### src/include/ict_pkg.sv
/*
  Shared constants and the state record of the interval counter channel.
  Assumes that every file using it imports the whole package.
*/
package ict_pkg;

  // Mode field codes (only modes one to five count; the rest sit idle)
  localparam logic [2:0] MODE_ONESHOT = 3'h1;
  localparam logic [2:0] MODE_RATE    = 3'h2;
  localparam logic [2:0] MODE_SQUARE  = 3'h3;
  localparam logic [2:0] MODE_SWSTB   = 3'h4;
  localparam logic [2:0] MODE_HWSTB   = 3'h5;

  // Reset values
  localparam logic [2:0]  MODE_RESET  = 3'h0;
  localparam logic [15:0] COUNT_RESET = 16'h0000;
  localparam logic [7:0]  BYTE_RESET  = 8'h00;

  // Count values the sequencer compares against or loads, and the wrap tops the checks expect
  localparam logic [15:0] COUNT_ONE   = 16'h0001;
  localparam logic [15:0] COUNT_TWO   = 16'h0002;
  localparam logic [15:0] COUNT_EXP   = 16'h0000;
  localparam logic [15:0] BIN_WRAP    = 16'hffff;
  localparam logic [15:0] BCD_WRAP    = 16'h9999;

  // Synchroniser lane positions
  localparam int LANE_CLK  = 0;
  localparam int LANE_GATE = 1;

  typedef struct packed {
    logic [15:0] hold;       // Written initial count
    logic [15:0] elem;       // Counting element
    logic [7:0]  lo_byte;    // First byte of a two-byte count
    logic [2:0]  mode;
    logic        bcd;
    logic        out;
    logic        armed;
    logic        load_pend;
    logic        run;
    logic        extra;      // Odd square count: one more clock before going low
    logic        trig_ff;
    logic        trig_smp;
    logic        gate_smp;
    logic        clk_prev;
    logic        gate_prev;
  } ict_state_s;

endpackage
### src/core/ict_counter.sv
/*
  One interval counter channel, modes one to five, with its gate logic.
  Assumes the host ports are pulses on sys_clk and that the counter clock
  and gate pins are asynchronous and much slower than sys_clk.
*/
`timescale 1ns/1ps
`default_nettype none
// Notes on behaviour
// - One-shot output starts high, drops after a trigger, rises when count hits zero.
// - Every one-shot trigger restarts the pulse; low for N counter clocks.
// - Once count is written the one-shot is armed; triggers repeat without rewrite.
// - A one-shot count written mid-pulse waits for the next trigger.
// - Rate mode drops output one clock at count one, then reloads; period N.
// - Rate mode: low gate halts counting; gate falling forces output high.
// - Rate mode trigger reloads on next clock; low follows N clocks later.
// - Rate mode loads on the clock after the first count write.
// - Rate mode new count waits for period end unless a trigger comes.
// - Square mode period N, high first half, low the rest.
// - Square mode: low gate halts; gate falling with output low forces high.
// - Square mode new count waits for half-cycle end unless triggered.
// - Even square count: step by two, toggle and reload at expiry.
// - Odd square count: load N-1, step by two, delay falling edge one clock.
// - Software strobe loads without decrement; low pulse N+1 clocks after write.
// - First byte of two leaves counting alone; second byte loads next clock.
// - Software strobe rewrite restarts; strobe N+1 clocks after new write.
// - Hardware strobe loads only after a trigger; strobe N+1 clocks later.
// - Hardware strobe new count used at the next trigger, before or after expiry.
// - One-shot starts on gate rise; software strobe counts only while gate high.
// - Loads and decrements happen on the counter clock falling edge.
// - Gate sampled on counter clock rise; trigger latch cleared after sampling.
// - A count of zero means 65536 binary or 10000 decimal.
module ict_counter
  import ict_pkg::*;
(
  input  wire logic        sys_clk,
  input  wire logic        reset_n,
  input  wire logic        ctr_clk,
  input  wire logic        gate,
  input  wire logic        cfg_wr,
  input  wire logic [2:0]  cfg_mode,
  input  wire logic        cfg_bcd,
  input  wire logic        cnt_wr_lo,
  input  wire logic        cnt_wr_hi,
  input  wire logic [7:0]  cnt_byte,
  output logic             ctr_out,
  output logic      [15:0] count_value
);

  ict_state_s  st_r;
  ict_state_s  st_nxt;
  logic [1:0]  pins_s;
  logic        clk_s;
  logic        gate_s;
  logic        ctr_rise;
  logic        ctr_fall;
  logic        trig_go;
  logic [15:0] elem_m1;
  logic [15:0] elem_m2;
  logic [15:0] hold_m1;
  logic [15:0] sq_reload;

  ict_sync u_sync (
    .sys_clk (sys_clk),
    .reset_n (reset_n),
    .din     ({gate, ctr_clk}),
    .dout    (pins_s)
  );

  // Decrementers wrap zero to the top value, so zero acts as the largest count
  ict_dec u_dec_e1 (
    .val (st_r.elem),
    .bcd (st_r.bcd),
    .res (elem_m1)
  );

  ict_dec u_dec_e2 (
    .val (elem_m1),
    .bcd (st_r.bcd),
    .res (elem_m2)
  );

  ict_dec u_dec_h1 (
    .val (st_r.hold),
    .bcd (st_r.bcd),
    .res (hold_m1)
  );

  assign clk_s     = pins_s[LANE_CLK];
  assign gate_s    = pins_s[LANE_GATE];
  assign ctr_rise  = clk_s && !st_r.clk_prev;
  assign ctr_fall  = !clk_s && st_r.clk_prev;
  assign trig_go   = st_r.trig_smp && st_r.armed;
  // Odd counts run on N-1 so the two half-cycles stay even steps
  assign sq_reload = st_r.hold[0] ? hold_m1 : st_r.hold;

  always_comb begin
    st_nxt           = st_r;
    st_nxt.clk_prev  = clk_s;
    st_nxt.gate_prev = gate_s;

    if (ctr_rise) begin
      st_nxt.trig_smp = st_r.trig_ff;
      st_nxt.gate_smp = gate_s;
      st_nxt.trig_ff  = 1'b0;
    end
    // A gate edge in the sampling cycle is kept: set beats clear
    if (gate_s && !st_r.gate_prev) begin
      st_nxt.trig_ff = 1'b1;
    end

    // All loads and decrements act on the counter clock falling edge
    if (ctr_fall) begin
      unique case (st_r.mode)
        MODE_ONESHOT: begin
          if (trig_go) begin
            st_nxt.elem = st_r.hold;
            st_nxt.out  = 1'b0;
            st_nxt.run  = 1'b1;
          end else begin
            st_nxt.elem = elem_m1;
            if (st_r.run && st_r.elem == COUNT_ONE) begin
              st_nxt.out = 1'b1;
              st_nxt.run = 1'b0;
            end
          end
        end
        MODE_RATE: begin
          if (st_r.load_pend || trig_go) begin
            st_nxt.elem      = st_r.hold;
            st_nxt.load_pend = 1'b0;
            st_nxt.out       = 1'b1;
          end else if (!st_r.out) begin
            st_nxt.out  = 1'b1;
            st_nxt.elem = st_r.hold;
          end else if (st_r.gate_smp && st_r.armed) begin
            st_nxt.elem = elem_m1;
            if (st_r.elem == COUNT_TWO) begin
              st_nxt.out = 1'b0;
            end
          end
        end
        MODE_SQUARE: begin
          if (st_r.load_pend || trig_go) begin
            st_nxt.elem      = sq_reload;
            st_nxt.load_pend = 1'b0;
            st_nxt.extra     = 1'b0;
            st_nxt.out       = 1'b1;
          end else if (st_r.extra) begin
            st_nxt.extra = 1'b0;
            st_nxt.out   = 1'b0;
            st_nxt.elem  = sq_reload;
          end else if (st_r.gate_smp && st_r.armed) begin
            if (st_r.elem == COUNT_TWO) begin
              if (st_r.hold[0] && st_r.out) begin
                st_nxt.extra = 1'b1;
                st_nxt.elem  = COUNT_EXP;
              end else begin
                st_nxt.out  = !st_r.out;
                st_nxt.elem = sq_reload;
              end
            end else begin
              st_nxt.elem = elem_m2;
            end
          end
        end
        MODE_SWSTB: begin
          if (st_r.load_pend) begin
            st_nxt.elem      = st_r.hold;
            st_nxt.load_pend = 1'b0;
            st_nxt.run       = 1'b1;
            st_nxt.out       = 1'b1;
          end else begin
            st_nxt.out = 1'b1;
            if (st_r.gate_smp) begin
              st_nxt.elem = elem_m1;
              if (st_r.run && st_r.elem == COUNT_ONE) begin
                st_nxt.out = 1'b0;
                st_nxt.run = 1'b0;
              end
            end
          end
        end
        MODE_HWSTB: begin
          if (trig_go) begin
            st_nxt.elem = st_r.hold;
            st_nxt.run  = 1'b1;
            st_nxt.out  = 1'b1;
          end else begin
            st_nxt.out  = 1'b1;
            st_nxt.elem = elem_m1;
            if (st_r.run && st_r.elem == COUNT_ONE) begin
              st_nxt.out = 1'b0;
              st_nxt.run = 1'b0;
            end
          end
        end
        default: begin
        end
      endcase
    end

    // Count writes come after the loads so a write landing on a fall stays pending
    if (cnt_wr_lo) begin
      st_nxt.lo_byte = cnt_byte;
    end
    if (cnt_wr_hi) begin
      st_nxt.hold  = {cnt_byte, st_r.lo_byte};
      st_nxt.armed = 1'b1;
      if (st_r.mode == MODE_SWSTB) begin
        st_nxt.load_pend = 1'b1;
      end else if (!st_r.armed && (st_r.mode == MODE_RATE || st_r.mode == MODE_SQUARE)) begin
        st_nxt.load_pend = 1'b1;
      end
    end

    // One sys_clk after the synchronised gate drops, not truly without a clock
    if ((st_r.mode == MODE_RATE || st_r.mode == MODE_SQUARE) && !gate_s) begin
      st_nxt.out = 1'b1;
    end

    // A control word resets the sequencer; it wins over a same-cycle count write
    if (cfg_wr) begin
      st_nxt.mode      = cfg_mode;
      st_nxt.bcd       = cfg_bcd;
      st_nxt.out       = 1'b1;
      st_nxt.armed     = 1'b0;
      st_nxt.load_pend = 1'b0;
      st_nxt.run       = 1'b0;
      st_nxt.extra     = 1'b0;
      st_nxt.trig_smp  = 1'b0;
      st_nxt.elem      = COUNT_RESET;
      st_nxt.lo_byte   = BYTE_RESET;
    end
  end

  always_ff @(posedge sys_clk or negedge reset_n) begin
    if (!reset_n) begin
      st_r           <= '0;
      st_r.mode      <= MODE_RESET;
      st_r.hold      <= COUNT_RESET;
      st_r.elem      <= COUNT_RESET;
      st_r.out       <= 1'b1;
    end else begin
      st_r <= st_nxt;
    end
  end

  assign ctr_out     = st_r.out;
  assign count_value = st_r.elem;

  cw_reset_a: assert property (
    @(posedge sys_clk) disable iff (!reset_n)
    cfg_wr |=> (ctr_out && !st_r.armed && count_value == COUNT_RESET))
    else $error("control word did not reset the channel");

  one_shot_drop_a: assert property (
    @(posedge sys_clk) disable iff (!reset_n)
    (st_r.mode == MODE_ONESHOT && ctr_fall && trig_go && !cfg_wr)
      |=> (!ctr_out && count_value == $past(st_r.hold)))
    else $error("one-shot trigger did not start the pulse");

  rate_pulse_a: assert property (
    @(posedge sys_clk) disable iff (!reset_n)
    (st_r.mode == MODE_RATE && ctr_fall && !st_r.load_pend && !trig_go && st_r.out
      && st_r.gate_smp && st_r.armed && st_r.elem == COUNT_TWO && !cfg_wr && gate_s)
      |=> (!ctr_out || !gate_s))
    else $error("rate output did not drop at count one");

  gate_force_a: assert property (
    @(posedge sys_clk) disable iff (!reset_n)
    ((st_r.mode == MODE_RATE || st_r.mode == MODE_SQUARE) && !gate_s) |=> ctr_out)
    else $error("low gate did not force the output high");

  rate_first_load_a: assert property (
    @(posedge sys_clk) disable iff (!reset_n)
    (st_r.mode == MODE_RATE && cnt_wr_hi && !st_r.armed && !cfg_wr) |=> st_r.load_pend)
    else $error("first rate count not queued for loading");

  sq_even_elem_a: assert property (
    @(posedge sys_clk) disable iff (!reset_n)
    (st_r.mode == MODE_SQUARE) |-> !count_value[0])
    else $error("square count element went odd");

  strobe_one_a: assert property (
    @(posedge sys_clk) disable iff (!reset_n)
    ((st_r.mode == MODE_SWSTB || st_r.mode == MODE_HWSTB) && ctr_fall && !ctr_out)
      |=> ctr_out)
    else $error("strobe lasted longer than one counter clock");

  sw_load_a: assert property (
    @(posedge sys_clk) disable iff (!reset_n)
    (st_r.mode == MODE_SWSTB && ctr_fall && st_r.load_pend && !cfg_wr)
      |=> (count_value == $past(st_r.hold) && ctr_out))
    else $error("software strobe count not loaded");

  hw_wait_a: assert property (
    @(posedge sys_clk) disable iff (!reset_n)
    (st_r.mode == MODE_HWSTB && ctr_fall && !trig_go && !cfg_wr)
      |=> (count_value == $past(elem_m1)))
    else $error("hardware strobe loaded without a trigger");

  zero_wrap_a: assert property (
    @(posedge sys_clk) disable iff (!reset_n)
    (st_r.mode == MODE_ONESHOT && ctr_fall && !trig_go && !cfg_wr && st_r.elem == COUNT_RESET)
      |=> (count_value == (st_r.bcd ? BCD_WRAP : BIN_WRAP)))
    else $error("zero count did not wrap to the top");

  one_shot_c: cover property (
    @(posedge sys_clk) disable iff (!reset_n)
    (st_r.mode == MODE_ONESHOT && !ctr_out) ##1 ctr_out);

  rate_low_c: cover property (
    @(posedge sys_clk) disable iff (!reset_n)
    (st_r.mode == MODE_RATE && !ctr_out));

  square_low_c: cover property (
    @(posedge sys_clk) disable iff (!reset_n)
    (st_r.mode == MODE_SQUARE && st_r.extra) ##1 !ctr_out);

  hw_strobe_c: cover property (
    @(posedge sys_clk) disable iff (!reset_n)
    (st_r.mode == MODE_HWSTB && !ctr_out));

endmodule
`default_nettype wire

### src/core/ict_dec.sv
/*
  Decrement-by-one of a sixteen-bit count, binary or four-digit decimal.
  Assumes decimal inputs hold valid digits; zero wraps to the top value.
*/
`timescale 1ns/1ps
`default_nettype none
module ict_dec
  import ict_pkg::*;
(
  input  wire logic [15:0] val,
  input  wire logic        bcd,
  output logic      [15:0] res
);

  logic [3:0]  brw;
  logic [15:0] bcd_res;

  assign brw[0] = 1'b1;

  generate
    for (genvar i = 0; i < 4; i++) begin : g_dig
      logic [3:0] dig;
      assign dig = val[4*i +: 4];
      assign bcd_res[4*i +: 4] = !brw[i] ? dig : ((dig == 4'h0) ? 4'h9 : dig - 4'h1);
      if (i < 3) begin : g_brw
        assign brw[i+1] = brw[i] && (dig == 4'h0);
      end
    end
  endgenerate

  assign res = bcd ? bcd_res : val - COUNT_ONE;

endmodule
`default_nettype wire

### src/core/ict_sync.sv
/*
  Two-stage synchroniser for the counter clock and gate pins.
  Assumes both inputs are asynchronous to sys_clk.
*/
`timescale 1ns/1ps
`default_nettype none
module ict_sync
  import ict_pkg::*;
(
  input  wire logic       sys_clk,
  input  wire logic       reset_n,
  input  wire logic [1:0] din,
  output logic      [1:0] dout
);

  typedef struct packed {
    logic [1:0] s1;
    logic [1:0] s2;
  } ict_sync_s;

  ict_sync_s st_r;
  ict_sync_s st_nxt;

  // First stage feeds only the second stage
  always_comb begin
    st_nxt    = st_r;
    st_nxt.s1 = din;
    st_nxt.s2 = st_r.s1;
  end

  always_ff @(posedge sys_clk or negedge reset_n) begin
    if (!reset_n) begin
      st_r <= '0;
    end else begin
      st_r <= st_nxt;
    end
  end

  assign dout = st_r.s2;

endmodule
`default_nettype wire

### config.mk
export PLATFORM = sky130hd
export DESIGN_NAME = ict_counter
export DESIGN_NICKNAME = d
export VERILOG_FILES = /design/src/include/ict_pkg.sv /design/src/core/ict_counter.sv /design/src/core/ict_dec.sv /design/src/core/ict_sync.sv
export SDC_FILE = /design/constraint.sdc
export NUM_CORES = 1
export LEC_CHECK = 0
export BUFFER_PORTS_ARGS = -buffer_cell sky130_fd_sc_hd__buf_2
export CELL_PAD_IN_SITES_DETAIL_PLACEMENT = 1
export CELL_PAD_IN_SITES_GLOBAL_PLACEMENT = 1
export CORE_MARGIN = 3
export CORE_UTILIZATION = 42
export DETAILED_ROUTE_END_ITERATION = 8
export PLACE_DENSITY_LB_ADDON = 0.1
export SLEW_MARGIN = 20
export SYNTH_ARGS = -nofsm -noshare
export SYNTH_HDL_FRONTEND = slang
export SYNTH_SLANG_ARGS = --single-unit
### constraint.sdc
create_clock -name sys_clk -period 5.93 [get_ports sys_clk]
set_input_delay 0.593 -clock sys_clk [delete_from_list [all_inputs] [get_ports sys_clk]]
set_output_delay 0.593 -clock sys_clk [all_outputs]
set_load 0.01 [all_outputs]
Word level (Yosys, flattened, before mapping). Index checks and enable logic that the tools add are counted.

Muxes and demuxes: 78. Equality and inequality tests: 14. Reduce and logical (&&, ||, !) cells: 51. Add/sub/neg operators: 15.

Operator list (number): two-way mux 16 bit (16); two-way mux 4 bit (21); case mux 16 bit (4 select lines) (1); logical NOT 4 bit (12); subtractor 16 x 1 -> 16 bit (second input constant) (3); subtractor 4 x 1 -> 4 bit (second input constant) (12); two-way mux 33 bit (1); two-way mux 1 bit (32); != test 6 x 5 -> 1 bit (second input constant) (3); == test 16 x 1 -> 1 bit (second input constant) (1); == test 16 x 2 -> 1 bit (second input constant) (1); logical AND 1 bit (15); != test 5 bit (second input constant) (3); nonzero test 2 bit (6); two-way mux 8 bit (1); nonzero test 7 bit (1); == test 3 x 2 -> 1 bit (second input constant) (2); == test 3 bit (second input constant) (2); logical NOT 1 bit (6); two-way mux 3 bit (2); AND reduction 6 bit (1); nonzero test 3 bit (2); case mux 1 bit (5 select lines) (1); AND reduction 5 bit (1); 9 further kinds (12).

Logic and storage cells: 175. Register bits after elaboration: 58. Output and inout bits: 17. Input bits: 19.

Longest topological paths before layout.
Depth after elaboration: 17. Mapped depth: 14. Mapped depth without buffers: 11.

By module. Synthesis repeated with hierarchy kept, for this count alone.

Cell total of the unflattened synthesis: 576. Area, all modules: 4848.4 um^2.

By module, submodules not included: ict_counter (area an instance 3463.3 um^2, cells an instance 379, sequential area each 1352.5 um^2, instances 1); ict_dec (u_dec_e1) (area an instance 459.2 um^2, cells an instance 69, sequential area each 0.0 um^2, instances 1); ict_dec (u_dec_e2) (area an instance 424.2 um^2, cells an instance 64, sequential area each 0.0 um^2, instances 1); ict_dec (u_dec_h1) (area an instance 401.6 um^2, cells an instance 60, sequential area each 0.0 um^2, instances 1); ict_sync (area an instance 100.1 um^2, cells an instance 4, sequential area each 100.1 um^2, instances 1).

Least setup slack after synthesis. Ideal clock, no wire load.

Path type: reg2reg. Start: reg st_r, in the netlist count_value[0]. End: reg st_r, in the netlist count_value[15]. Data arrival time: 3108 ps. Cell stages (with the launch flop): 14. Required time: 5809 ps. Slack: 2701 ps. Period minus slack after synthesis: 3229 ps. Cell sequence: dfrtp_1 buf_2 inv_1 ha_1 clkbuf_1 nor4bb_1 o2bb2a_1 nor4_2 xnor2_1 nand4_1 nor4_1 xor2_1 o21ai_1 a22o_1.

Longest elaborated chain between the ends: 16.

Ends and longest elaborated chain: start: declaration (RTL line ict_counter.sv:49) `ict_state_s st_r;`; start signal: assignment (RTL line ict_counter.sv:244) `st_r <= st_nxt;`; branches (longest 13 deep; another with subtractor 16 x 1 -> 16 bit); case mux 16 bit (4 select lines) (*) (RTL line ict_counter.sv:113) `unique case (st_r.mode)`; two-way mux 16 bit (*) (RTL line ict_counter.sv:112) `if (ctr_fall) begin`; two-way mux 33 bit (*) (RTL line ict_counter.sv:222) `if (cfg_wr) begin`.

Mark *: on every way between the ends. The select of a mux whose other input is x is not followed. A chain may end at the register's enable or synchronous reset.

Final worst setup path.
Start: reg st_r, in the netlist count_value[0]. End: reg st_r, in the netlist count_value[14].

Same word-level chain as after synthesis.

==> key figures <==
Finish
  • Area of the multi-input gates: 2740 um^2
  • Design area: about 4800 um^2
  • Fin nets: around 570
  • Fillcell total: 1,271
  • Area Growth Syn to Fin: 6.78%
  • Final core utilization: a little under half
  • Antenna cells: 0
  • Share of layout cells above drive strength 1: 15.4%
  • Register area: approximately 1500 um^2

Place
  • IO Port Bufs: 35
  • Post-DP HPWL: 11,100 um
  • Pre-CTS setup slack: 2.15 ns
  • Area post-placement: 4620 um^2
  • Placer Congestion: 0.909

Route
  • ANT nets after route: 0
  • Initial detailed-routing violation count: between 300 and 400
  • Residual DRC: 0
  • Drt total wl: between 15,000 and 20,000 um
  • DR pass1 iterations: 5
  • Wire per inst: about 22 um
  • Vias: roughly 4,300
  • Post-DR vias/cell: approximately 6.3

Clocking
  • Postcts setup bufs: 0
  • CTS tree: built
  • Number of buffers added to fix hold violations after cts: 0
  • Clk buf depth: 2
  • CTS resizes: 0
  • Clock sinks: slightly below 60
  • CTS Buf Count: 9
  • CTS Root Cell: clkbuf_8
  • H-tree Lvls: 3
  • Worst-path clk slew: 0.07 ns
  • Clk_lat worst skew: around 0.35 ns

Global route
  • Met2 GRT Util: a little over two fifths
  • GRT busiest layer: met2
  • GR Layer Usage met3: 2.82%
  • Largest net degree at the start of global routing: 59
  • Grt ovf: 0
  • Vias in the first global route: roughly 4,300
  • GRT Util Overall: between 20% and 30%
  • Global-route wire length before repair: 24,100 um
  • Initial antenna violation count: 0
  • Met1 usage: around 36%

Critical path
  • Critical path cell sequence: inv_1 > ha_1 > mux2i_1 > nor3_1 > nand3_1 > xor2_1 > and3_1 > nand2_2 > o41ai_2 > mux2i_1 > o31ai_2
  • FF-to-FF setup slack: ~2.1 ns
  • Worst setup startpoint: count_value[0]
  • Worst setup SP type: register
  • Slowest CP cell: nor3_1
  • CP endpoint kind: register
  • Critical path peak fanout: 13
  • Crit path DAT: 4.07 ns
  • CP Class: register to register
  • Slowest stage delay, CP: between 0.5 and 0.6 ns
  • Required time worst endpoint: ~6 ns
  • Crit-path most repeated cell: mux2i_1
  • FF-to-FF Start: count_value[0]

Outcome
  • Status: finished, final reports clean

Synth
  • Synth area leaders: dfrtp_1 (32%), o21ai_0 (4.9%), a21oi_1 (4.4%)
  • Synth area leader: dfrtp_1
  • Count leader, synth: dfrtp_1
  • Top_reg_cell synth: dfrtp_1
  • Synth top area share: a little under a third
  • Yosys Warn Count: 0
  • Post-synthesis async set-or-reset flop share: 100%
  • Yosys cell types: 75
  • Mapped Area: 4520 um^2
  • Mapped Cells: between 500 and 600
  • Seq/Total Area, Yosys: 32.1%
  • Mapped Nets: 576
  • Commonest cells post-synth: dfrtp_1 (57), nand2_1 (53), nor2_1 (50), o21ai_0 (44), a21oi_1 (40)
  • Mapped Avg Cell Area: 8.20 um^2
  • Yosys reg bits: 58
  • Post-synth EDFFs: 0

Hold path
  • Min-delay src: u_sync.st_nxt[1]
  • Hold Crit Class: register to register

Timing
  • Total negative slack: 0 ns
  • Final setup viols: 0
  • Slew margin rel.: 28.1%
  • Layout Skew: slightly below 0.01 ns
  • Final period util: 64.5%
  • Final worst slack: about 2.1 ns
  • Final worst path period need: 3.82 ns
  • RSZ-0062 raised after global routing: false
  • Hold Vio Cnt, Final: 0
  • Fmax: 0.262 GHz
  • Slew @ Worst Pin: approximately 1.1 ns
  • Pins Over Slew Limit: 0

Die
  • Std-Cell Rows: 37
  • IO Count: 36
  • Area of the core: between 10,000 and 15,000 um^2
  • Die W: roughly 110 um
  • Starting Density: a little over two fifths
  • Die H: about 110 um
  • Die area: roughly 12,000 um^2

Job
  • Max-cap violations: 0

Pwr
  • Pwr dens: around 300 nW/um^2
  • NetSw: roughly 600 uW
  • Worst vdd ir: 0.203 mV
  • Clock share of power: 26.6%
  • Combinational power share: about two fifths
  • Leak Pwr: slightly above 2 nW
  • Reg power frac: roughly a third
  • Net Sw Frac: between 40% and 50%
  • Internal power: ~840 uW
  • Overall Power: 1.44 mW
-- logic make-up (layout without fill, tap and decap cells) --
logic type | count (synthesis) | count (layout) | share of synthesized area [%]
AND/OR/NAND/NOR | 188 | 188 | 20.9
AO/OA/AOI/OAI | 180 | 180 | 26.6
buffers and inverters | 68 | 70 | 7.56
flip-flops | 58 | 58 | 32.1
multiplexers | 30 | 30 | 7.09
XOR/XNOR | 21 | 21 | 4.07
adder cells (fa/ha/maj) | 6 | 6 | 1.66
-- metrics by stage --
stage	std cells	hold WS (ns)
2_1_floorplan	551	0.297
3_3_place_gp	673	0.336
3_5_place_dp	673	0.336
4_1_cts	689	0.345
5_1_grt	689	0.346
6_report	689	0.349
-- state kept, by name, indices dropped and copies added, names as in the netlist --
register	cells
count_value	16
u_sync.st_nxt	2
st_r	37
u_sync.dout	2
ctr_out	1
-- critical path, delay by kind of cell (launching register included) --
| kind | cells | cell delay [ns] |
|---|---|---|
| buffers and inverters | 1 | 0.19 |
| flip-flops | 1 | 0.53 |
| AO/OA/AOI/OAI | 2 | 0.58 |
| AND/OR/NAND/NOR | 4 | 1.21 |
| multiplexers | 2 | 0.29 |
| adder cells (fa/ha/maj) | 1 | 0.38 |
| XOR/XNOR | 1 | 0.55 |
-- layer usage --
metal	vias to the layer above	routed length, um
li1	2016	-
met1	2187	7150
met2	111	7070
met3	28	481
met4	0	383
met5	-	0
-- power groups by stage --
stage	Clock (mW)	Combinational, mW	Sequential [mW]
3_5_place_dp	0	0.561	0.493
6_report	0.384	0.572	0.486
3_3_place_gp	0	0.551	0.490
2_1_floorplan	0	0.452	0.453
4_1_cts	0.388	0.565	0.485
5_1_grt	0.411	0.633	0.492
-- layout make-up --
| type | count | share of cell area [%] |
|---|---|---|
| well taps | 136 | 3.53 |
| multi-input cells | 425 | 56.8 |
| flip-flops and latches | 58 | 30.1 |
| clock inverters | 2 | 0.726 |
| clock buffers | 14 | 3.37 |
| repair buffers | 40 | 4.41 |
| inverters | 14 | 1.09 |
-- path summary, 6_finish.rpt --
check,to,cells after the start
setup / recovery,count_value[14],11
hold / removal,u_sync.dout[1],0
setup reg to reg,count_value[14],11
hold reg to reg,u_sync.dout[1],0
max in group asynchronous,st_r[14],2
min in group asynchronous,count_value[15],2
-- cell usage in the layout, fill, tap and decap left out, drive strengths merged, types with 7 or more instances in the layout --
master   n
and3     9
mux2    16
a31oi    9
nor4     7
nand3   14
o21ai   51
xor2    10
xnor2   11
nand2   54
a211oi   9
o22ai    7
buf     40
a21oi   40
nand4    8
dfrtp   57
a221oi   7
or3      7
o211ai   7
inv     14
nor2    50
mux2i   14
clkbuf  14
nor3    16
No activity file was read; power rests on OpenSTA's default activity.
